===== config.mk =====
export PLATFORM = sky130hd
export DESIGN_NAME = uoia_top
export DESIGN_NICKNAME = d
export VERILOG_FILES = /design/src/logic/uoia_pkg.sv /design/src/logic/uoia_top.sv
export VERILOG_INCLUDE_DIRS = /design/src /design/src/logic
export SDC_FILE = /design/constraint.sdc
export NUM_CORES = 1
export LEC_CHECK = 0
export BUFFER_PORTS_ARGS = -buffer_cell sky130_fd_sc_hd__buf_2
export CAP_MARGIN = 10
export CELL_PAD_IN_SITES_DETAIL_PLACEMENT = 1
export CELL_PAD_IN_SITES_GLOBAL_PLACEMENT = 1
export CORE_MARGIN = 8
export CORE_UTILIZATION = 48
export CTS_CLUSTER_DIAMETER = 150
export DETAILED_ROUTE_END_ITERATION = 7
export GPL_ROUTABILITY_DRIVEN = 0
export GPL_TIMING_DRIVEN = 1
export PLACE_DENSITY = 0.78
export SLEW_MARGIN = 5
export SYNTH_ARGS = -nofsm -noshare
export SYNTH_HDL_FRONTEND = slang
export SYNTH_SLANG_ARGS = --single-unit

===== constraint.sdc =====
create_clock -name pclk -period 2.13 [get_ports pclk]
set_input_delay 0.426 -clock pclk [delete_from_list [all_inputs] [get_ports pclk]]
set_output_delay 0.426 -clock pclk [all_outputs]
set_load 0.05 [all_outputs]

===== src/logic/uoia_defines.svh =====
`ifndef UOIA_DEFINES_SVH
`define UOIA_DEFINES_SVH
// register byte addresses
`define UOIA_A_OP_STATUS 12'h000
`define UOIA_A_OP_ENABLE 12'h004
`define UOIA_A_DR_STATUS 12'h008
`define UOIA_A_DR_ENABLE 12'h00c
`define UOIA_A_TOP_STATUS 12'h010
`define UOIA_A_TOP_ENABLE 12'h014
`define UOIA_A_HOST_CFG 12'h018
`define UOIA_A_PERIPH_MODE 12'h01c
`define UOIA_A_PERIPH_CFG 12'h020
`define UOIA_A_PERIPH_EN 12'h024
`define UOIA_A_PERIPH_STATUS 12'h028
`define UOIA_A_TOP_CLEAR 12'h02c
// field widths and positions
`define UOIA_OP_N 6
`define UOIA_DR_N 11
`define UOIA_TOP_N 10
`define UOIA_PER_N 8
`define UOIA_MIE_BIT 31
`define UOIA_TOP_OP_BIT 0
`define UOIA_TOP_DR_BIT 9
`define UOIA_HC_PIN_EN_BIT 0
`define UOIA_HC_POL_BIT 1
`define UOIA_HC_EDGE_BIT 2
`define UOIA_HC_ONE_BIT 9
`define UOIA_DC_POL_BIT 0
`define UOIA_DC_EDGE_BIT 1
`define UOIA_DC_GIE_BIT 3
// reset values: level triggered, active low, pin latch closed
`define UOIA_HOST_CFG_RST 32'h0000_0000
`define UOIA_PERIPH_CFG_RST 32'h0000_0000
// edge pulse width
`define UOIA_PULSE_NS 160
`define UOIA_CLK_MHZ 125
`define UOIA_PULSE_CYC ((`UOIA_PULSE_NS * `UOIA_CLK_MHZ) / 1000)
`endif


===== src/logic/uoia_pkg.sv =====
package uoia_pkg;
	typedef enum logic [0:0] {
		UOIA_LEVEL = 1'b0,
		UOIA_EDGE = 1'b1
	} uoia_trig_e;
	typedef logic [4:0] uoia_cnt_t;
endpackage : uoia_pkg


===== src/logic/uoia_top.sv =====
// Decided for this implementation: the register offsets and the APB slave port.
`timescale 1ns/10ps
// Function
// - the host operational group holds six sticky event flags set by their events.
// - the enabled operational flags are ORed, gated by master enable bit 31, and set the summary top bit.
// - the dual-role group holds eleven flags whose enabled OR sets the dual-role top bit, no master enable.
// - the top status holds ten flags, eight events on bits 1 to 8 and the two group summaries on bits 0 and 9, each qualified by its own top enable bit.
// - the OR of enabled top flags reaches the primary pin through a latch opened by host config bit 0.
// - while the pin latch enable is zero the latched host request holds its level whatever status and enable registers do.
// - peripheral mode bit 3 is the global enable of peripheral interrupts.
// - peripheral config bit 1 selects edge trigger and bit 0 the output polarity.
// - by default host and dual-role go to the primary pin and peripheral to the secondary pin.
// - host config bit 9 merges the peripheral interrupt onto the primary pin.
// - in level mode the output stays asserted while an enabled pending event remains.
// - in edge mode a pulse of about 160 ns is sent, the event staying readable in top status or peripheral status.
// - host config bits 1 and 2 set host polarity and trigger, reset to level and active low.
`include "uoia_defines.svh"
module uoia_top import uoia_pkg::*; (
	input wire logic pclk,
	input wire logic presetn,
	input wire logic psel,
	input wire logic penable,
	input wire logic pwrite,
	input wire logic [11:0] paddr,
	input wire logic [31:0] pwdata,
	output logic [31:0] prdata,
	output logic pready,
	output logic pslverr,
	input wire logic [`UOIA_OP_N-1:0] op_event,
	input wire logic [`UOIA_DR_N-1:0] dr_event,
	input wire logic [`UOIA_TOP_N-1:0] top_event,
	input wire logic [`UOIA_PER_N-1:0] periph_event,
	output logic irq_pin_primary,
	output logic irq_pin_secondary
);
	localparam uoia_cnt_t PULSE_CYC = uoia_cnt_t'(`UOIA_PULSE_CYC);
	// ==========================================================
	// event input synchronisers
	// ==========================================================
	localparam int EW = `UOIA_OP_N + `UOIA_DR_N + `UOIA_TOP_N + `UOIA_PER_N;
	logic [EW-1:0] ev_meta;
	logic [EW-1:0] ev_sync;
	always_ff @(posedge pclk or negedge presetn) begin
		if (!presetn) begin
			ev_meta <= '0;
			ev_sync <= '0;
		end else begin
			ev_meta <= {periph_event, top_event, dr_event, op_event};
			ev_sync <= ev_meta;
		end
	end
	logic [`UOIA_OP_N-1:0] op_ev;
	logic [`UOIA_DR_N-1:0] dr_ev;
	logic [`UOIA_TOP_N-1:0] top_ev;
	logic [`UOIA_PER_N-1:0] per_ev;
	assign op_ev = ev_sync[`UOIA_OP_N-1:0];
	assign dr_ev = ev_sync[`UOIA_OP_N+`UOIA_DR_N-1:`UOIA_OP_N];
	assign top_ev = ev_sync[`UOIA_OP_N+`UOIA_DR_N+`UOIA_TOP_N-1:`UOIA_OP_N+`UOIA_DR_N];
	assign per_ev = ev_sync[EW-1:EW-`UOIA_PER_N];
	// ==========================================================
	// apb decode
	// ==========================================================
	logic wr_acc;
	logic rd_acc;
	assign wr_acc = psel && penable && pwrite;
	assign rd_acc = psel && penable && !pwrite;
	function automatic logic hit(input logic [11:0] a, input logic [11:0] r);
		hit = (a == r);
	endfunction : hit
	logic mapped;
	assign mapped = (paddr <= `UOIA_A_TOP_CLEAR) && (paddr[1:0] == 2'b00);
	// ==========================================================
	// configuration registers
	// ==========================================================
	logic [`UOIA_OP_N-1:0] host_op_event_enable;
	logic master_irq_enable;
	logic [`UOIA_DR_N-1:0] dual_role_event_enable;
	logic [`UOIA_TOP_N-1:0] top_level_irq_enable;
	logic [31:0] host_hw_config;
	logic [31:0] periph_mode_reg;
	logic [31:0] periph_hw_config;
	logic [`UOIA_PER_N-1:0] periph_irq_enable;
	always_ff @(posedge pclk or negedge presetn) begin
		if (!presetn) begin
			host_op_event_enable <= '0;
			master_irq_enable <= 1'b0;
			dual_role_event_enable <= '0;
			top_level_irq_enable <= '0;
			host_hw_config <= `UOIA_HOST_CFG_RST;
			periph_mode_reg <= '0;
			periph_hw_config <= `UOIA_PERIPH_CFG_RST;
			periph_irq_enable <= '0;
		end else if (wr_acc) begin
			if (hit(paddr, `UOIA_A_OP_ENABLE)) begin
				host_op_event_enable <= pwdata[`UOIA_OP_N-1:0];
				master_irq_enable <= pwdata[`UOIA_MIE_BIT];
			end
			if (hit(paddr, `UOIA_A_DR_ENABLE))
				dual_role_event_enable <= pwdata[`UOIA_DR_N-1:0];
			if (hit(paddr, `UOIA_A_TOP_ENABLE))
				top_level_irq_enable <= pwdata[`UOIA_TOP_N-1:0];
			if (hit(paddr, `UOIA_A_HOST_CFG))
				host_hw_config <= pwdata;
			if (hit(paddr, `UOIA_A_PERIPH_MODE))
				periph_mode_reg <= pwdata;
			if (hit(paddr, `UOIA_A_PERIPH_CFG))
				periph_hw_config <= pwdata;
			if (hit(paddr, `UOIA_A_PERIPH_EN))
				periph_irq_enable <= pwdata[`UOIA_PER_N-1:0];
		end
	end
	// ==========================================================
	// sticky status: set wins over write-one-to-clear
	// ==========================================================
	logic [`UOIA_OP_N-1:0] host_op_event_status;
	logic [`UOIA_DR_N-1:0] dual_role_event_status;
	logic [`UOIA_TOP_N-1:0] top_level_irq_status;
	logic [`UOIA_PER_N-1:0] periph_irq_status;
	logic op_group_summary;
	logic dual_role_summary;
	assign op_group_summary = |(host_op_event_status & host_op_event_enable)
		&& master_irq_enable;
	assign dual_role_summary = |(dual_role_event_status & dual_role_event_enable);
	logic [`UOIA_TOP_N-1:0] top_set;
	always_comb begin
		top_set = top_ev;
		top_set[`UOIA_TOP_OP_BIT] = op_group_summary;
		top_set[`UOIA_TOP_DR_BIT] = dual_role_summary;
	end
	logic [`UOIA_OP_N-1:0] op_clr;
	logic [`UOIA_DR_N-1:0] dr_clr;
	logic [`UOIA_TOP_N-1:0] top_clr;
	logic [`UOIA_PER_N-1:0] per_clr;
	assign op_clr = (wr_acc && hit(paddr, `UOIA_A_OP_STATUS)) ? pwdata[`UOIA_OP_N-1:0] : '0;
	assign dr_clr = (wr_acc && hit(paddr, `UOIA_A_DR_STATUS)) ? pwdata[`UOIA_DR_N-1:0] : '0;
	assign top_clr = (wr_acc && (hit(paddr, `UOIA_A_TOP_STATUS) || hit(paddr, `UOIA_A_TOP_CLEAR)))
		? pwdata[`UOIA_TOP_N-1:0] : '0;
	assign per_clr = (wr_acc && hit(paddr, `UOIA_A_PERIPH_STATUS))
		? pwdata[`UOIA_PER_N-1:0] : '0;
	always_ff @(posedge pclk or negedge presetn) begin
		if (!presetn) begin
			host_op_event_status <= '0;
			dual_role_event_status <= '0;
			top_level_irq_status <= '0;
			periph_irq_status <= '0;
		end else begin
			host_op_event_status <= (host_op_event_status & ~op_clr) | op_ev;
			dual_role_event_status <= (dual_role_event_status & ~dr_clr) | dr_ev;
			top_level_irq_status <= (top_level_irq_status & ~top_clr) | top_set;
			periph_irq_status <= (periph_irq_status & ~per_clr) | per_ev;
		end
	end
	// ==========================================================
	// pin latch, trigger shaping and routing
	// ==========================================================
	logic host_req;
	logic per_req;
	assign host_req = |(top_level_irq_status & top_level_irq_enable);
	assign per_req = |(periph_irq_status & periph_irq_enable)
		&& periph_mode_reg[`UOIA_DC_GIE_BIT];
	logic host_latched;
	always_ff @(posedge pclk or negedge presetn) begin
		if (!presetn)
			host_latched <= 1'b0;
		else if (host_hw_config[`UOIA_HC_PIN_EN_BIT])
			host_latched <= host_req;
	end
	logic host_prev;
	logic per_prev;
	uoia_cnt_t host_cnt;
	uoia_cnt_t per_cnt;
	always_ff @(posedge pclk or negedge presetn) begin
		if (!presetn) begin
			host_prev <= 1'b0;
			per_prev <= 1'b0;
			host_cnt <= '0;
			per_cnt <= '0;
		end else begin
			host_prev <= host_latched;
			per_prev <= per_req;
			if (host_latched && !host_prev)
				host_cnt <= PULSE_CYC;
			else if (host_cnt != '0)
				host_cnt <= host_cnt - 5'd1;
			if (per_req && !per_prev)
				per_cnt <= PULSE_CYC;
			else if (per_cnt != '0)
				per_cnt <= per_cnt - 5'd1;
		end
	end
	logic host_act;
	logic per_act;
	uoia_trig_e host_trig;
	uoia_trig_e per_trig;
	assign host_trig = uoia_trig_e'(host_hw_config[`UOIA_HC_EDGE_BIT]);
	assign per_trig = uoia_trig_e'(periph_hw_config[`UOIA_DC_EDGE_BIT]);
	assign host_act = (host_trig == UOIA_EDGE) ? (host_cnt != '0) : host_latched;
	assign per_act = (per_trig == UOIA_EDGE) ? (per_cnt != '0) : per_req;
	logic host_pin;
	logic per_pin;
	logic merge;
	assign merge = host_hw_config[`UOIA_HC_ONE_BIT];
	// merged case uses host polarity; both are assumed equal
	assign host_pin = (host_act || (merge && per_act)) ~^ host_hw_config[`UOIA_HC_POL_BIT]
		? 1'b1 : 1'b0;
	assign per_pin = (per_act && !merge) ~^ periph_hw_config[`UOIA_DC_POL_BIT] ? 1'b1 : 1'b0;
	always_ff @(posedge pclk or negedge presetn) begin
		if (!presetn) begin
			irq_pin_primary <= 1'b1;
			irq_pin_secondary <= 1'b1;
		end else begin
			irq_pin_primary <= host_pin;
			irq_pin_secondary <= per_pin;
		end
	end
	// ==========================================================
	// apb read
	// ==========================================================
	logic [31:0] rd_mux;
	always_comb begin
		rd_mux = '0;
		case (paddr)
			`UOIA_A_OP_STATUS: rd_mux[`UOIA_OP_N-1:0] = host_op_event_status;
			`UOIA_A_OP_ENABLE: begin
				rd_mux[`UOIA_OP_N-1:0] = host_op_event_enable;
				rd_mux[`UOIA_MIE_BIT] = master_irq_enable;
			end
			`UOIA_A_DR_STATUS: rd_mux[`UOIA_DR_N-1:0] = dual_role_event_status;
			`UOIA_A_DR_ENABLE: rd_mux[`UOIA_DR_N-1:0] = dual_role_event_enable;
			`UOIA_A_TOP_STATUS: rd_mux[`UOIA_TOP_N-1:0] = top_level_irq_status;
			`UOIA_A_TOP_ENABLE: rd_mux[`UOIA_TOP_N-1:0] = top_level_irq_enable;
			`UOIA_A_HOST_CFG: rd_mux = host_hw_config;
			`UOIA_A_PERIPH_MODE: rd_mux = periph_mode_reg;
			`UOIA_A_PERIPH_CFG: rd_mux = periph_hw_config;
			`UOIA_A_PERIPH_EN: rd_mux[`UOIA_PER_N-1:0] = periph_irq_enable;
			`UOIA_A_PERIPH_STATUS: rd_mux[`UOIA_PER_N-1:0] = periph_irq_status;
			default: rd_mux = '0;
		endcase
	end
	always_ff @(posedge pclk or negedge presetn) begin
		if (!presetn) begin
			prdata <= '0;
			pready <= 1'b0;
			pslverr <= 1'b0;
		end else begin
			pready <= psel && !penable;
			pslverr <= psel && !penable && !mapped;
			prdata <= (psel && !penable && !pwrite) ? rd_mux : '0;
		end
	end
endmodule : uoia_top

==> results.txt <==
----------------------------------------------------
[Run status]
  Result of the run ... finished, final reports clean

[STA]
  Hold violation count in the final report ... 0
  Number of setup violations in the final report ... 0
  Hold WS ... 138 ps
  Worst clock skew ... 13.6 ps
  Setup repair after global routing missed its margin ... no
  Actual transition at the worst max-transition pin ... 731 ps
  Max Transition Viols Final ... 0
  Timing-limited maximum frequency ... 532 MHz
  Min Clock Period, post-route ... around 1900 ps
  Total Neg Setup Slack ... 0 ps
  Final period utilization ... 0.883
  Worst slew margin ... 0.509

[Clock network]
  Sink Count ... 282
  Clock transition at the registers of the reported paths ... 60 ps
  Buffer depth of the longest clock path ... 3
  Post-CTS setup repair buffer count ... 0
  Clk root buf ... clkbuf_16
  CTS tree ... built
  H-Tree Level Count ... 1
  Clock Latency Late Sink ... 550 ps
  Number of buffers created by CTS ... 29

[Finish]
  Largest registers ... ev_meta (33), ev_sync (33)
  Share of final-layout standard cells stronger than drive strength 1 ... 0.390
  Post-synthesis to final-layout area growth ... 25.5%
  Count of nets after finishing ... 1112
  Total non-filler cell area in the finished layout ... 14200 sq um

[Worst hold path]
  Hold path startpoint ... pwdata[12]
  Hold Path Class ... in -> reg

[Power and ir drop]
  VDD IR max ... 0.786 mV
  P_leak ... 6.74 nW
  Total power per unit cell area ... 813 nW/um^2
  Total power draw ... 11.5 mW

[Floorplanning]
  Initial Utilization ... 0.485
  Width of the die ... 170 um
  I/O pin count ... 120
  Site row count ... 56
  Area of the die ... 28700 sq um
  Core footprint ... 23300 sq um
  Height of the chip ... 170 um

[GRT]
  Met1 track demand over resource in global routing ... 0.300
  Wire length of the first global-routing pass ... 53000 um
  Total global routing overflow ... 0
  Initial antenna violation count ... 2
  Met3 demand-to-capacity share in global routing ... 0.0416
  Met2 layer usage reported by global route ... 0.412
  Gr busiest metal ... met2
  Aggregate global-route resource usage ... 0.239
  Vias in the first global route ... 8940
  Pin count of the biggest net entering global routing ... 56

[Yosys]
  Fraction of the mapped netlist area in adder cells ... 0.00442
  Fraction of synthesized area in multiplexers ... 0.174
  Area share of the leading cell type in the synthesized netlist ... 0.619
  Nets in the synthesized netlist ... just under 900
  Largest area contributor in the synthesized netlist ... dfrtp_1
  Most used standard cells in the synthesized netlist ... 280 x dfrtp_1, 105 x mux2_2, 59 x nand2_1
  Sequential share of the synthesized area ... 0.624
  Number of synthesized flops with an enable pin ... 0
  Leading cell type by number of instances after synthesis ... dfrtp_1
  Number of synthesized register bits ... between 200 and 300
  Most area-consuming cells after synthesis ... dfrtp_1 62%, mux2_2 10%, mux2_4 4.0%, a21o_1 2.4%, mux4_2 2.4%
  Synthesized-area fraction occupied by xor and xnor cells ... 0.00542
  Share of flip-flops with an asynchronous set or reset after synthesis ... 1.00
  Simple-gate share of the synthesized area ... 0.0727
  Synth Warn # ... 0
  Primary flip-flop cell chosen by synthesis mapping ... dfrtp_1
  Average footprint of a synthesized cell ... approximately 14 sq um
  Post-synthesis instance total ... 800
  Combinational family with the most area after synthesis ... multiplexers
  Area fraction in compound gates after synthesis ... 0.0983
  Post-synth design cell area ... 11300 sq um
  Synth cell types ... 61

[Placed design]
  HPWL after detailed placement ... 22000 um
  Count of input and output buffers ... 117
  Dpl cell area ... around 13000 sq um

[Critical path]
  Crit path launch type ... primary input
  Setup Crit Path Kind ... in -> reg
  Worst setup path start ... paddr[7]
  Critical Path End Type ... register
  Critical path arrival ... 2360 ps
  Highest fanout seen on the critical path ... 7
  Reg-to-reg critical path startpoint ... periph_irq_status[6]
  Required time at the endpoint of the critical path ... 2610 ps

[Drt]
  DRC violations left ... 0
  Violation count after the first detailed-route iteration ... 702
  DR vias/cell ... between 5 and 6
  Post-detailed-routing wire length ... around 34000 um
  Post-DR wirelength/cell ... 24.8 um
  Antenna viol nets, final ... 0
  Number of optimization iterations in the first detailed-route pass ... 6
  Via total after detailed routing ... 8013

[Run]
  Number of max-capacitance violations reported ... 0

----------------------------------------------------
layout by cell type (no fill, tap or decap), types with 5 or more instances in the layout:
cell type,synthesis,final
mux2i_1,6,6
mux2_2,105,105
a32o_1,6,6
clkbuf_16,0,29
dlygate4sd3_1,0,34
a21oi_1,22,22
buf_4,0,71
a22oi_1,22,22
clkbuf_8,0,5
buf_12,0,15
mux2_4,30,30
clkbuf_1,21,9
dfrtp_1,280,280
nand2_1,59,59
nand3_1,7,7
nand4_1,5,5
a21o_1,36,36
nor2_1,39,39
a221oi_1,11,11
inv_1,7,7
and3_1,7,7
mux4_2,12,12
a22o_1,11,11
nor3_1,9,9
a222oi_1,15,15
buf_2,18,116
power by group:
group | internal [mW] | total [mW] | switching (mW)
combinational | 0.406 | 0.933 | 0.527
sequential | 5.54 | 5.65 | 0.118
clock | 2.90 | 4.96 | 2.06
total | 8.85 | 11.5 | 2.70
routing by layer:
metal	up-vias	wire, um
met2	333	17300
met1	4190	13200
li1	3398	-
met5	-	0
met4	0	1190
met3	92	2090
cells by family after synthesis:
kind of cell	after synthesis
multiplexers	154
AO/OA/AOI/OAI	146
XOR/XNOR	7
AND/OR/NAND/NOR	156
flip-flops	282
buffers and inverters	51
adder cells (fa/ha/maj)	4
worst max-delay path, stage by stage:
cell,delay (ps)
buf_2,140
buf_4,170
nor4b_4,500
and2_1,310
o21ai_1,140
a221oi_1,480
buf_4,190
layout make-up:
class	instances	area (sq um)
diodes	2	5.00
clock buffers	43	828
clock inverters	6	85.1
fillers	2276	9130
inverters	7	26.3
multi-input cells	467	4030
flip-flops and latches	282	7060
well taps	319	399
repair buffers	237	1770
final timing paths:
check	cells past startpoint	to	slack, ps
max in group asynchronous	3	prdata[15]	990
min in group asynchronous	2	ev_meta[20]	430
setup / recovery	7	prdata[31]	250
setup reg to reg	5	irq_pin_secondary	320
hold reg to reg	0	ev_sync[13]	350
hold / removal	2	periph_mode_reg[12]	140
metrics by stage:
stage / worst slack, ps / cells / util
2_1_floorplan: 36.7 / 800 / -
5_1_grt: 224 / 1363 / 0.609
4_1_cts: 300 / 1361 / 0.608
3_3_place_gp: -125 / 1278 / 0.555
6_report: 250 / 1363 / 0.609
3_5_place_dp: -159 / 1278 / 0.555
what timing repair did:
action                                 CTS  global route
endpoints found under the hold margin   80             0
resized for setup                        0             0
hold buffers                            34             0
Note: power is estimated with default switching activity, not from simulation.
